File: src/logic/pfr_pkg.sv
// Package of constants and types for the program flash row modify sequencer.
package pfr_pkg;

  // ***************************************************************
  // Link framing
  // ***************************************************************
  localparam int unsigned CMD_BITS      = 4;
  localparam int unsigned PAYLOAD_BITS  = 16;
  localparam logic [4:0]  CMD_LAST      = 5'h03;
  localparam logic [4:0]  PAYLOAD_LAST  = 5'h0F;
  localparam logic [4:0]  SHOUT_FIRST   = 5'h08;

  // ***************************************************************
  // Four-bit commands
  // ***************************************************************
  localparam logic [3:0] CMD_CORE      = 4'h0;
  localparam logic [3:0] CMD_SHIFT_OUT = 4'h2;
  localparam logic [3:0] CMD_LOAD_INC2 = 4'hD;
  localparam logic [3:0] CMD_LOAD_PROG = 4'hF;

  // ***************************************************************
  // Core instruction opcodes and register addresses
  // ***************************************************************
  localparam logic [7:0] OP_MOVLW      = 8'h0E;
  localparam logic [7:0] OP_MOVWF      = 8'h6E;
  localparam logic [7:0] OP_CLRF       = 8'h6A;
  localparam logic [7:0] OP_MOVF       = 8'h50;
  localparam logic [3:0] OP_BSF_HI     = 4'h8;
  localparam logic [3:0] OP_BCF_HI     = 4'h9;
  localparam logic [15:0] OP_NOP       = 16'h0000;
  localparam logic [7:0] ADDR_PTR_UP   = 8'hF8;
  localparam logic [7:0] ADDR_PTR_HI   = 8'hF7;
  localparam logic [7:0] ADDR_PTR_LO   = 8'hF6;
  localparam logic [7:0] ADDR_TLAT     = 8'hF5;
  localparam logic [7:0] ADDR_FCTRL    = 8'hA6;

  // ***************************************************************
  // Flash control register fields and reset values
  // ***************************************************************
  localparam int unsigned FC_PGM_SEL   = 7;
  localparam int unsigned FC_CFG_SEL   = 6;
  localparam int unsigned FC_ROW_ERASE = 4;
  localparam int unsigned FC_WRITE_EN  = 2;
  localparam int unsigned FC_WR        = 1;
  localparam logic [7:0]  FCTRL_RESET  = 8'h00;
  localparam logic [7:0]  ERASED_BYTE  = 8'hFF;

  // ***************************************************************
  // Geometry
  // ***************************************************************
  localparam int unsigned PTR_W        = 22;
  localparam logic [21:0] PTR_INC      = 22'h000002;
  localparam int unsigned WBUF_BYTES   = 16;
  localparam int unsigned ERASE_BYTES  = 64;
  localparam int unsigned FIFO_DEPTH   = 16;

  // Link decoder phase.
  typedef enum logic {PH_CMD, PH_DATA} pfr_phase_e;

endpackage

File: src/logic/pfr_sequencer.sv
// Device-side serial programming sequencer for program flash erase and rewrite.
`timescale 1ns/1ps
module pfr_sequencer
  import pfr_pkg::*;
#(
  parameter int unsigned WBUF = WBUF_BYTES,
  parameter int unsigned EBLK = ERASE_BYTES
) (
  input  wire logic               clk_sys,
  input  wire logic               rst,
  input  wire logic               ce,
  input  wire logic               programming_clock,
  input  wire logic               prog_data_in,
  output logic                    prog_data_out,
  output logic                    prog_data_oe,
  output logic                    write_enable_bit,
  output logic                    write_busy,
  output logic                    erase_req,
  output logic [PTR_W-1:0]        erase_addr,
  input  wire logic               erase_done,
  output logic                    prog_active,
  output logic                    flash_wvalid,
  output logic [PTR_W+7:0]        flash_wdata,
  input  wire logic               flash_wready
);
  localparam int unsigned IW = $clog2(WBUF);
  localparam int unsigned EW = $clog2(EBLK);

  typedef struct packed {
    logic                   clk_s1;
    logic                   clk_s2;
    logic                   clk_q;
    logic                   dat_s1;
    logic                   dat_s2;
    pfr_phase_e             phase;
    logic [4:0]             cnt;
    logic [3:0]             cmd;
    logic [15:0]            sh;
    logic [7:0]             wreg;
    logic [7:0]             fctrl;
    logic [PTR_W-1:0]       tp;
    logic [7:0]             tlat;
    logic [WBUF-1:0][7:0]   wbuf;
    logic [1:0]             nops;
    logic                   ereq;
    logic [PTR_W-1:0]       eaddr;
    logic                   prog_pend;
    logic                   prog_act;
    logic                   draining;
    logic [IW:0]            didx;
    logic [PTR_W-1:0]       dbase;
    logic                   dout;
    logic                   doe;
  } pfr_seq_s;

  pfr_seq_s st_r;
  pfr_seq_s st_nxt;

  logic                fifo_in_valid;
  logic [PTR_W+7:0]    fifo_in_data;
  logic                fifo_in_ready;

  // Buffer slot of a pointer value: only the low address bits matter.
  function automatic logic [IW-1:0] wb_index(input logic [PTR_W-1:0] p);
    return p[IW-1:0];
  endfunction

  // ***************************************************************
  // Buffer drain toward the flash array
  // ***************************************************************
  // The drain stalls on a full FIFO; programming does not wait for it, so a slow array only delays the drain.
  assign fifo_in_valid = st_r.draining;
  assign fifo_in_data  = {st_r.dbase | PTR_W'(st_r.didx[IW-1:0]),
                          st_r.wbuf[st_r.didx[IW-1:0]]};

  pfr_fifo #(
    .WIDTH (PTR_W + 8),
    .DEPTH (FIFO_DEPTH)
  ) u_fifo (
    .clk_sys   (clk_sys),
    .rst       (rst),
    .ce        (ce),
    .in_valid  (fifo_in_valid),
    .in_data   (fifo_in_data),
    .in_ready  (fifo_in_ready),
    .out_valid (flash_wvalid),
    .out_data  (flash_wdata),
    .out_ready (flash_wready)
  );

  // ***************************************************************
  // Next-state logic
  // ***************************************************************
  always_comb begin
    logic        rise;
    logic        fall;
    logic [15:0] pl;
    logic [7:0]  hi;
    logic [7:0]  lo;
    logic        wr_f;
    logic [7:0]  wval;
    rise   = 1'b0;
    fall   = 1'b0;
    pl     = '0;
    hi     = '0;
    lo     = '0;
    wr_f   = 1'b0;
    wval   = '0;
    st_nxt = st_r;
    // Pins pass two flops; edge detection compares the second clock flop with a third one.
    st_nxt.clk_s1 = programming_clock;
    st_nxt.clk_s2 = st_r.clk_s1;
    st_nxt.clk_q  = st_r.clk_s2;
    st_nxt.dat_s1 = prog_data_in;
    st_nxt.dat_s2 = st_r.dat_s1;
    rise = st_r.clk_s2 && !st_r.clk_q;
    fall = !st_r.clk_s2 && st_r.clk_q;
    pl   = {st_r.dat_s2, st_r.sh[15:1]};
    hi   = pl[15:8];
    lo   = pl[7:0];

    // Fourth command clock: erase or programming may begin here.
    if (rise && st_r.phase == PH_CMD && st_r.cnt == CMD_LAST &&
        {st_r.dat_s2, st_r.cmd[3:1]} == CMD_CORE) begin
      // A row erase starts here only with row-erase set; write-start without row-erase stays pending.
      if (st_r.fctrl[FC_WR] && st_r.fctrl[FC_WRITE_EN] && st_r.fctrl[FC_ROW_ERASE] &&
          st_r.nops == 2'd1 && !st_r.ereq) begin
        st_nxt.ereq  = 1'b1;
        st_nxt.eaddr = {st_r.tp[PTR_W-1:EW], EW'(0)};
      end
      if (st_r.prog_pend) begin
        st_nxt.prog_act  = 1'b1;
        st_nxt.prog_pend = 1'b0;
        st_nxt.draining  = 1'b1;
        st_nxt.didx      = '0;
        st_nxt.dbase     = {st_r.tp[PTR_W-1:IW], IW'(0)};
      end
    end

    // Programming ends as soon as the held clock is brought low.
    if (fall && st_r.prog_act) begin
      st_nxt.prog_act = 1'b0;
    end

    // Table latch bits leave on rising edges; the programmer samples on falls.
    if (rise && st_r.phase == PH_DATA && st_r.cmd == CMD_SHIFT_OUT &&
        st_r.cnt >= SHOUT_FIRST) begin
      st_nxt.dout = st_r.tlat[st_r.cnt[2:0]];
      st_nxt.doe  = 1'b1;
    end

    // Bits are taken on falling edges, least significant first.
    if (fall) begin
      st_nxt.cnt = st_r.cnt + 5'd1;
      if (st_r.phase == PH_CMD) begin
        st_nxt.cmd = {st_r.dat_s2, st_r.cmd[3:1]};
        if (st_r.cnt == CMD_LAST) begin
          st_nxt.phase = PH_DATA;
          st_nxt.cnt   = '0;
        end
      end else begin
        st_nxt.sh = pl;
        if (st_r.cnt == PAYLOAD_LAST) begin
          st_nxt.phase = PH_CMD;
          st_nxt.cnt   = '0;
          st_nxt.doe   = 1'b0;
          unique case (st_r.cmd)
            CMD_CORE: begin
              // Any instruction other than a no-operation resets the count.
              if (pl == OP_NOP) begin
                if (st_r.fctrl[FC_WR] && st_r.nops != 2'd2) begin
                  st_nxt.nops = st_r.nops + 2'd1;
                end
              end else begin
                st_nxt.nops = '0;
              end
              if (hi == OP_MOVLW) begin
                st_nxt.wreg = lo;
              end else if (hi == OP_MOVF && lo == ADDR_FCTRL) begin
                st_nxt.wreg = st_r.fctrl;
              end else if (hi == OP_MOVWF || hi == OP_CLRF) begin
                wr_f = 1'b1;
                wval = (hi == OP_MOVWF) ? st_r.wreg : 8'h00;
              end else if ((hi[7:4] == OP_BSF_HI || hi[7:4] == OP_BCF_HI) &&
                           hi[0] == 1'b0 && lo == ADDR_FCTRL) begin
                if (hi[7:4] == OP_BCF_HI) begin
                  // Write-start is cleared only by hardware at erase completion.
                  if (hi[3:1] != 3'(FC_WR)) begin
                    st_nxt.fctrl[hi[3:1]] = 1'b0;
                  end
                end else if (hi[3:1] != 3'(FC_WR) || st_r.fctrl[FC_WRITE_EN]) begin
                  st_nxt.fctrl[hi[3:1]] = 1'b1;
                  if (hi[3:1] == 3'(FC_WR) && !st_r.fctrl[FC_WR]) begin
                    st_nxt.nops = '0;
                  end
                end
              end
              if (wr_f) begin
                unique case (lo)
                  ADDR_PTR_UP: st_nxt.tp[PTR_W-1:16] = wval[PTR_W-17:0];
                  ADDR_PTR_HI: st_nxt.tp[15:8]       = wval;
                  ADDR_PTR_LO: st_nxt.tp[7:0]        = wval;
                  ADDR_TLAT:   st_nxt.tlat           = wval;
                  ADDR_FCTRL:  st_nxt.fctrl          = {wval[7:2],
                                 st_r.fctrl[FC_WR] | (wval[FC_WR] & st_r.fctrl[FC_WRITE_EN]),
                                 wval[0]};
                  default: ;
                endcase
              end
            end
            CMD_LOAD_INC2, CMD_LOAD_PROG: begin
              // Low byte to the even slot, high byte to the next one.
              st_nxt.wbuf[wb_index(st_r.tp)]                  = lo;
              st_nxt.wbuf[wb_index(st_r.tp + PTR_W'(1))]      = hi;
              if (st_r.cmd == CMD_LOAD_INC2) begin
                st_nxt.tp = st_r.tp + PTR_INC;
              end else begin
                st_nxt.prog_pend = 1'b1;
              end
            end
            default: ;
          endcase
        end
      end
    end

    // Erase completion clears write-start; software cannot clear it meanwhile.
    if (st_r.ereq && erase_done) begin
      st_nxt.ereq          = 1'b0;
      st_nxt.fctrl[FC_WR]  = 1'b0;
      st_nxt.nops          = '0;
    end

    // Drain the buffer, then refill it with erased bytes for the next row.
    if (st_r.draining && fifo_in_ready) begin
      st_nxt.didx = st_r.didx + (IW+1)'(1);
      if (st_r.didx == (IW+1)'(WBUF - 1)) begin
        st_nxt.draining = 1'b0;
        st_nxt.wbuf     = {WBUF{ERASED_BYTE}};
      end
    end
  end

  // ***************************************************************
  // State register
  // ***************************************************************
  always_ff @(posedge clk_sys or posedge rst) begin
    if (rst) begin
      st_r       <= '0;
      st_r.phase <= PH_CMD;
      st_r.fctrl <= FCTRL_RESET;
      st_r.wbuf  <= {WBUF{ERASED_BYTE}};
    end else if (ce) begin
      st_r <= st_nxt;
    end
  end

  // Outputs straight from the state register.
  assign prog_data_out    = st_r.dout;
  assign prog_data_oe     = st_r.doe;
  assign write_enable_bit = st_r.fctrl[FC_WRITE_EN];
  assign write_busy       = st_r.fctrl[FC_WR];
  assign erase_req        = st_r.ereq;
  assign erase_addr       = st_r.eaddr;
  assign prog_active      = st_r.prog_act;
endmodule

File: src/logic/pfr_fifo.sv
// Synchronous FIFO that carries programmed bytes toward the flash array.
`timescale 1ns/1ps
module pfr_fifo
  import pfr_pkg::*;
#(
  parameter int unsigned WIDTH = 30,
  parameter int unsigned DEPTH = FIFO_DEPTH
) (
  input  wire logic             clk_sys,
  input  wire logic             rst,
  input  wire logic             ce,
  input  wire logic             in_valid,
  input  wire logic [WIDTH-1:0] in_data,
  output logic                  in_ready,
  output logic                  out_valid,
  output logic [WIDTH-1:0]      out_data,
  input  wire logic             out_ready
);
  localparam int unsigned AW = $clog2(DEPTH);

  typedef struct packed {
    logic [DEPTH-1:0][WIDTH-1:0] mem;
    logic [AW-1:0]               wp;
    logic [AW-1:0]               rp;
    logic [AW:0]                 count;
    logic                        vld;
  } pfr_fifo_s;

  pfr_fifo_s st_r;
  pfr_fifo_s st_nxt;

  // Full comes from the count; valid is its own flop so the array sees a clean level.
  assign in_ready  = (st_r.count != (AW+1)'(DEPTH));
  assign out_valid = st_r.vld;
  assign out_data  = st_r.mem[st_r.rp];

  // Push and pop may happen together; the count then stays put.
  always_comb begin
    logic push;
    logic pop;
    push   = 1'b0;
    pop    = 1'b0;
    st_nxt = st_r;
    push   = in_valid && in_ready;
    pop    = out_valid && out_ready;
    if (push) begin
      st_nxt.mem[st_r.wp] = in_data;
      st_nxt.wp           = st_r.wp + 1'b1;
    end
    if (pop) begin
      st_nxt.rp = st_r.rp + 1'b1;
    end
    st_nxt.count = st_r.count + (AW+1)'(push) - (AW+1)'(pop);
    st_nxt.vld   = (st_nxt.count != '0);
  end

  always_ff @(posedge clk_sys or posedge rst) begin
    if (rst) begin
      st_r <= '0;
    end else if (ce) begin
      st_r <= st_nxt;
    end
  end
endmodule

File: config.mk
export PLATFORM = sky130hd
export DESIGN_NAME = pfr_sequencer
export DESIGN_NICKNAME = d
export VERILOG_FILES = /design/src/logic/pfr_pkg.sv /design/src/logic/pfr_sequencer.sv /design/src/logic/pfr_fifo.sv
export SDC_FILE = /design/constraint.sdc
export NUM_CORES = 2
export LEC_CHECK = 0
export ABC_AREA = 1
export BUFFER_PORTS_ARGS = -buffer_cell sky130_fd_sc_hd__buf_2
export CORE_UTILIZATION = 35
export CTS_CLUSTER_SIZE = 24
export DETAILED_ROUTE_END_ITERATION = 12
export PLACE_DENSITY = 0.56
export SLEW_MARGIN = 10
export SYNTH_ARGS = -nofsm -noshare
export SYNTH_HDL_FRONTEND = slang
export SYNTH_HIERARCHICAL = 1
export SYNTH_SLANG_ARGS = --single-unit
File: constraint.sdc
create_clock -name clk_sys -period 20.4 [get_ports clk_sys]
set_clock_uncertainty 0.1 [all_clocks]
set_input_delay 1.02 -clock clk_sys [delete_from_list [all_inputs] [get_ports clk_sys]]
set_output_delay 1.02 -clock clk_sys [all_outputs]
set_load 0.05 [all_outputs]
# --- Word-level counts from Yosys, hierarchy flattened ---
# Cells that the tools add are included.
totals:
  mem_count: 0
  latchBits: 0
  wordCells: 272
  romBits: 0
  inputBits: 7
  mem_bits_rw: 0
  reg_bits: 746
op_classes:
  n_eq_ne: 27
  mux: 87
  n_addsub: 9
  shifts: 0
  magnitude_cmp: 12
  n_reduce_logical: 67
  div: 0
  n_mul: 0
  n_bitwise: 8
ops:
  columns: ["operator", "count"]
  rows:
  - ["162-bit two-way mux", 3]
  - ["480-bit bitwise mux", 1]
  - ["128-bit two-way mux", 3]
  - ["128-bit bitwise mux", 2]
  - ["8-bit two-way mux", 25]
  - ["30-bit binary-select mux with 4-bit select", 1]
  - ["30-bit demux with 4-bit select", 1]
  - ["8-bit demux with 4-bit select", 2]
  - ["30-bit two-way mux", 2]
  - ["53-bit two-way mux", 1]
  - ["22-bit case mux with 2 select lines", 1]
  - ["8-bit == test (second input constant)", 5]
  - ["38-bit two-way mux", 1]
  - ["8-bit binary-select mux with 4-bit select", 1]
  - ["6-bit two-way mux", 5]
  - ["29-bit two-way mux", 1]
  - ["1-bit logical AND", 25]
  - ["4-bit by 5-bit < comparator with 1-bit output (second input constant)", 5]
  - ["8-bit by 7-bit == test with 1-bit output (second input constant)", 3]
  - ["8-bit AND reduction", 3]
  - ["2-bit nonzero test", 12]
  - ["23-bit two-way mux", 1]
  - ["22-bit by 2-bit adder with 22-bit output (second input constant)", 1]
  - ["2-bit two-way mux", 11]
  - ["43 further kinds", 94]

# --- Logic depth before layout (Yosys ltp) ---
logic_depth:
  word_depth: 20
  depth_mapped: 16
  depth_no_buf: 15

# --- Modules after synthesis ---
# The synthesis kept the hierarchy.
by_module_without_submodules:
  columns: ["mod", "area_per_inst_um2", "n_inst", "seq_area_each_um2", "cells_per_inst"]
  rows:
  - ["pfr_fifo", 23243.5, 1, 12361.9, 3051]
  - ["pfr_sequencer", 16973.8, 1, 6441.2, 2560]

# --- Worst setup path before layout ---
# OpenSTA, ideal clock, no wires.
synth_path:
  path_kind: "input to register"
  start: "input port flash_wready"
  end: "register u_fifo.st_r, in the netlist u_fifo/out_valid"
  stages: 11
  path_buffers: 0
  t_arrival_ps: 2624
  path_slack_ps: 17551
  required_time_ps: 20175
  path_cell_list: "nand2_1 -> inv_1 -> ha_1 -> inv_1 -> ha_1 -> fa_1 -> or2_2 -> nor2_1 -> nand3_1 -> nand2_1 -> nand3_1"
synth_lines:
  columns: ["item", "line_no", "source"]
  rows:
  - ["start: declaration", "pfr_sequencer.sv:24", "input wire logic flash_wready"]
  - ["end signal: assignment", "pfr_fifo.sv:61", "st_r <= st_nxt;"]
  - ["end: declaration", "pfr_fifo.sv:29", "pfr_fifo_s st_r;"]

# --- Final worst setup path ---
layout_path:
  start: "register u_fifo/st_r[6] (netlist bit)"
  end: "output port flash_wdata[29]"
layout_via:
  elab_chain_cells: 2
layout_rtl:
  columns: ["item", "line_no", "source"]
  rows:
  - ["30-bit binary-select mux with 4-bit select", "pfr_fifo.sv:35", "assign out_data = st_r.mem[st_r.rp];"]
  - ["30-bit two-way mux (implied by the code)", "pfr_fifo.sv:35", null]
  - ["end: declaration", "pfr_sequencer.sv:23", "output logic [PTR_W+7:0] flash_wdata,"]
# Every way passes these cells. The select of a mux whose other input is x is not followed.

==> metrics.md <==
| Metric | Value |
|---|---|
| Outcome | finished, final reports clean |
| Fin. Hold Viols | 0 |
| Synth Area per Inst | 7.168 um2 |
| Critical Path RT | 19.28 ns |
| CTS Sinks | 745 |
| Root Buffer | clkbuf_16 |
| Hpwl dp | 69470 um |
| Syn-to-layout area delta | 9.604% |
| RSZ-0062 raised after global routing | no |
| Metal-1 WL | 57260 um |
| Post-route cell area | 44080 um2 |
| Setup ws final | 14.57 ns |
| Worst-Margin Slew | 1.232 ns |
| Commonest cells in the netlist | 2059 x nand2_1, 757 x o21ai_0, 617 x dfrtp_1 |
| Core area | 113300 um2 |
| PortBufs | 59 |
| Seq/Total Area, Yosys | 0.4675 |
| Worst hold slack | 0.3512 ns |
| Cts bufs inserted | 89 |
| Family with the most delay on the worst path | buffers and inverters |
| GRT Resource Usage Total | 0.2158 |
| Highest metal used | met4 |
| P_int | 3.173 mW |
| CTS tree | done |
| DP Area | 41010 um2 |
| Switch share | 0.4088 |
| Crit start category | register |
| Vias | 35690 |
| Worst-path maximum fanout | 89 |
| Number of synthesized flops with an enable pin | 0 |
| Top cell type's share of synthesized area | 0.3839 |
| IO Count | 66 |
| Top-count cell post-synth | nand2_1 |
| Global route total overflow | 0 |
| Clk_lat worst skew | 0.68 ns |
| DR DRC count | 0 |
| Post-CTS resize count | 0 |
| NumNets Final | 5436 |
| DRT Pass-1 Iters | 5 |
| Crit path buf inv count | 3 |
| Die width | 341.0 um |
| Clk network pwr share | 0.308 |
| Flops & latches, synth | 745 |
| Crit path kind | reg2out |
| CP Cell Sequence | buf_4 > buf_4 > nand2_1 > nand2_1 > nand2_1 > nand3_1 > nand3_1 > nand2_1 > buf_2 |
| Cell Pwr Density | 121.7 nW/um2 |
| P_leak | 21.33 nW |
| H-tree depth | 3 |
| Critical path endpoint category | primary output |
| Iter 0 DRT Violations | 3162 |
| Reg power frac | 0.364 |
| Placement Rows | 123 |
| Clock transition at path regs | 0.06 ns |
| Comb pwr share | 0.328 |
| Synth async-reset ratio | 1.000 |
| Met2 wire length | 57990 um |
| Synth warnings | 6 |
| Main synth FF type | dfrtp_1 |
| Initial Utilization | 0.3551 |
| Largest net degree at the start of global routing | 151 |
| # setup viols final | 0 |
| Initial antenna violation count | 0 |
| Area of the mapped netlist | 40220 um2 |
| Ratio of cells with drive above 1 in the final layout | 0.09225 |
| Minimum clock period | 5.833 ns |
| Pre-CTS setup slack | 14.88 ns |
| Final WL | 125500 um |
| HP Class | in2async |
| Yosys top cell by area | dfrtp_1 |
| Avg WL per Cell | 17.96 um |
| MaxCap Viol Count | 0 |
| Top cells by area, synth | dfrtp_1 38%, nand2_1 19%, o21ai_0 9.4% |
| Die area | 116300 um2 |
| Fmax | 171.4 MHz |
| # Post-CTS Setup Buffers | 0 |
| Final Max Slew Viols | 0 |
| CP max stage delay | 1.11 ns |
| CTS hold repair buffers | 0 |
| Netlist cell types | 47 |
| Clk buf depth | 3 |
| Critical-path top delay cell | dfrtp_4 |
| Setup_tns | 0 ns |
| Max_slew headroom | 0.1790 |
| Drt via density | 5.109 |
| Sw power | 2.194 mW |
| Die Ht | 341.0 um |
| GP Congestion | 0.8282 |
| Crit-path most repeated cell | nand2_1 |
| Gate count after technology mapping | 5611 |
| Fin util | 0.3892 |
| Met3 Routed Length | 6804 um |
| Tcrit/Tclk final | 0.2859 |
| First-pass GRT wire length | 199100 um |
| VDD IR max | 0.09954 mV |
| DRT antenna net count | 0 |
| Vias in the first global route | 34220 |
| Arrival time at the worst endpoint | 4.71 ns |
worst paths after layout:
path	start	to	slack, ns	cells after the start
setup / recovery	u_fifo/st_r[6]$_DFFE_PP0P_	flash_wdata[29]	14.57	9
hold / removal	rst	erase_addr[9]$_DFFE_PP0P_	0.35	2
setup reg to reg	st_r[27]$_DFFE_PP0P_	st_r[82]$_DFFE_PP1P_	16.39	11
hold reg to reg	prog_active$_DFFE_PP0P_	prog_active$_DFFE_PP0P_	0.37	1
max in group asynchronous	rst	u_fifo/st_r[194]$_DFFE_PP0P_	15.83	6
min in group clk_sys	prog_active$_DFFE_PP0P_	prog_active$_DFFE_PP0P_	0.37	1
sequential cells by signal, summed over array words and instances, names as in the netlist:
signal	count
prog_data_oe	1
prog_data_out	1
fifo_in_valid	1
u_fifo/st_r	493
write_enable_bit	1
st_r	225
st_nxt	3
write_busy	1
erase_addr	16
prog_active	1
u_fifo/out_valid	1
erase_req	1
stage by stage:
| stage | std cells | total power [mW] |
|---|---|---|
| after floorplan | 5616 | 3.194 |
| after global placement | 6818 | 3.725 |
| after detailed placement | 6818 | 3.740 |
| after CTS | 6985 | 5.419 |
| after global routing | 6985 | 5.698 |
| final | 6986 | 5.366 |
power groups by stage:
stage | clock network [mW] | logic, mW | registers, mW
4_1_cts | 1.69 | 1.77 | 1.95
3_5_place_dp | 0 | 1.77 | 1.97
3_3_place_gp | 0 | 1.75 | 1.97
5_1_grt | 1.75 | 1.96 | 1.99
6_report | 1.65 | 1.76 | 1.96
2_1_floorplan | 0 | 1.33 | 1.86
worst reg2reg max path, cell delays in order (launching register included):
cell and delay (ns):
dfrtp_1 0.93, clkinv_1 0.64, nor2_1 0.24, ha_1 0.16
nand2_1 0.09, nand2_1 0.07, buf_4 0.31, inv_2 0.46
buf_4 0.53, o21ai_0 0.24, a21oi_1 0.06, nor2_1 0.11
cells by family after synthesis:
logic type                 after synthesis  share of synthesized area
and+or+nand+nor                       2975                     0.3075
DFF                                    745                     0.4675
buffers and inverters                  895                    0.09094
adders and majority gates               20                   0.006409
other                                    1                 0.00009324
AOI/OAI and AO/OA                      962                     0.1246
xor gates and xnor gates                10                   0.002178
muxes                                    3                  0.0007467
layout make-up:
cell class	instances	area [um2]
fill	12064	69190
sequential	745	18820
timing repair buffer	110	680.7
multi-input combinational	3976	17780
clock buffer	132	2599
clock inverter	35	471.7
tap	1500	1877
inverter	487	1853
antenna	1	2.502
layer usage:
metal / track usage / vias up
met4: 0.07119 / 0
met3: 0.02841 / 216
met1: 0.2931 / 17000
met2: 0.3545 / 987
li1: - / 17487
met5: 0 / -
cells in the final DEF (no fill, tap or decap), types with 8 or more instances in the layout:
| master | instances |
|---|---|
| buf_2 | 58 |
| inv_1 | 462 |
| clkinv_2 | 15 |
| nand2_1 | 2059 |
| inv_2 | 12 |
| a21oi_1 | 104 |
| clkbuf_1 | 22 |
| nand3_1 | 564 |
| o21ai_1 | 25 |
| clkinv_1 | 11 |
| ha_1 | 19 |
| dfstp_2 | 128 |
| or2_2 | 65 |
| nand4_1 | 50 |
| dfrtp_1 | 611 |
| buf_4 | 52 |
| o21ai_0 | 757 |
| nor3_1 | 8 |
| nor2_1 | 191 |
| bufinv_16 | 8 |
| o211ai_1 | 54 |
| clkbuf_8 | 21 |
| xor2_1 | 9 |
| clkbuf_16 | 89 |
| nand2_2 | 10 |
Power figures use the tool's default switching activity.
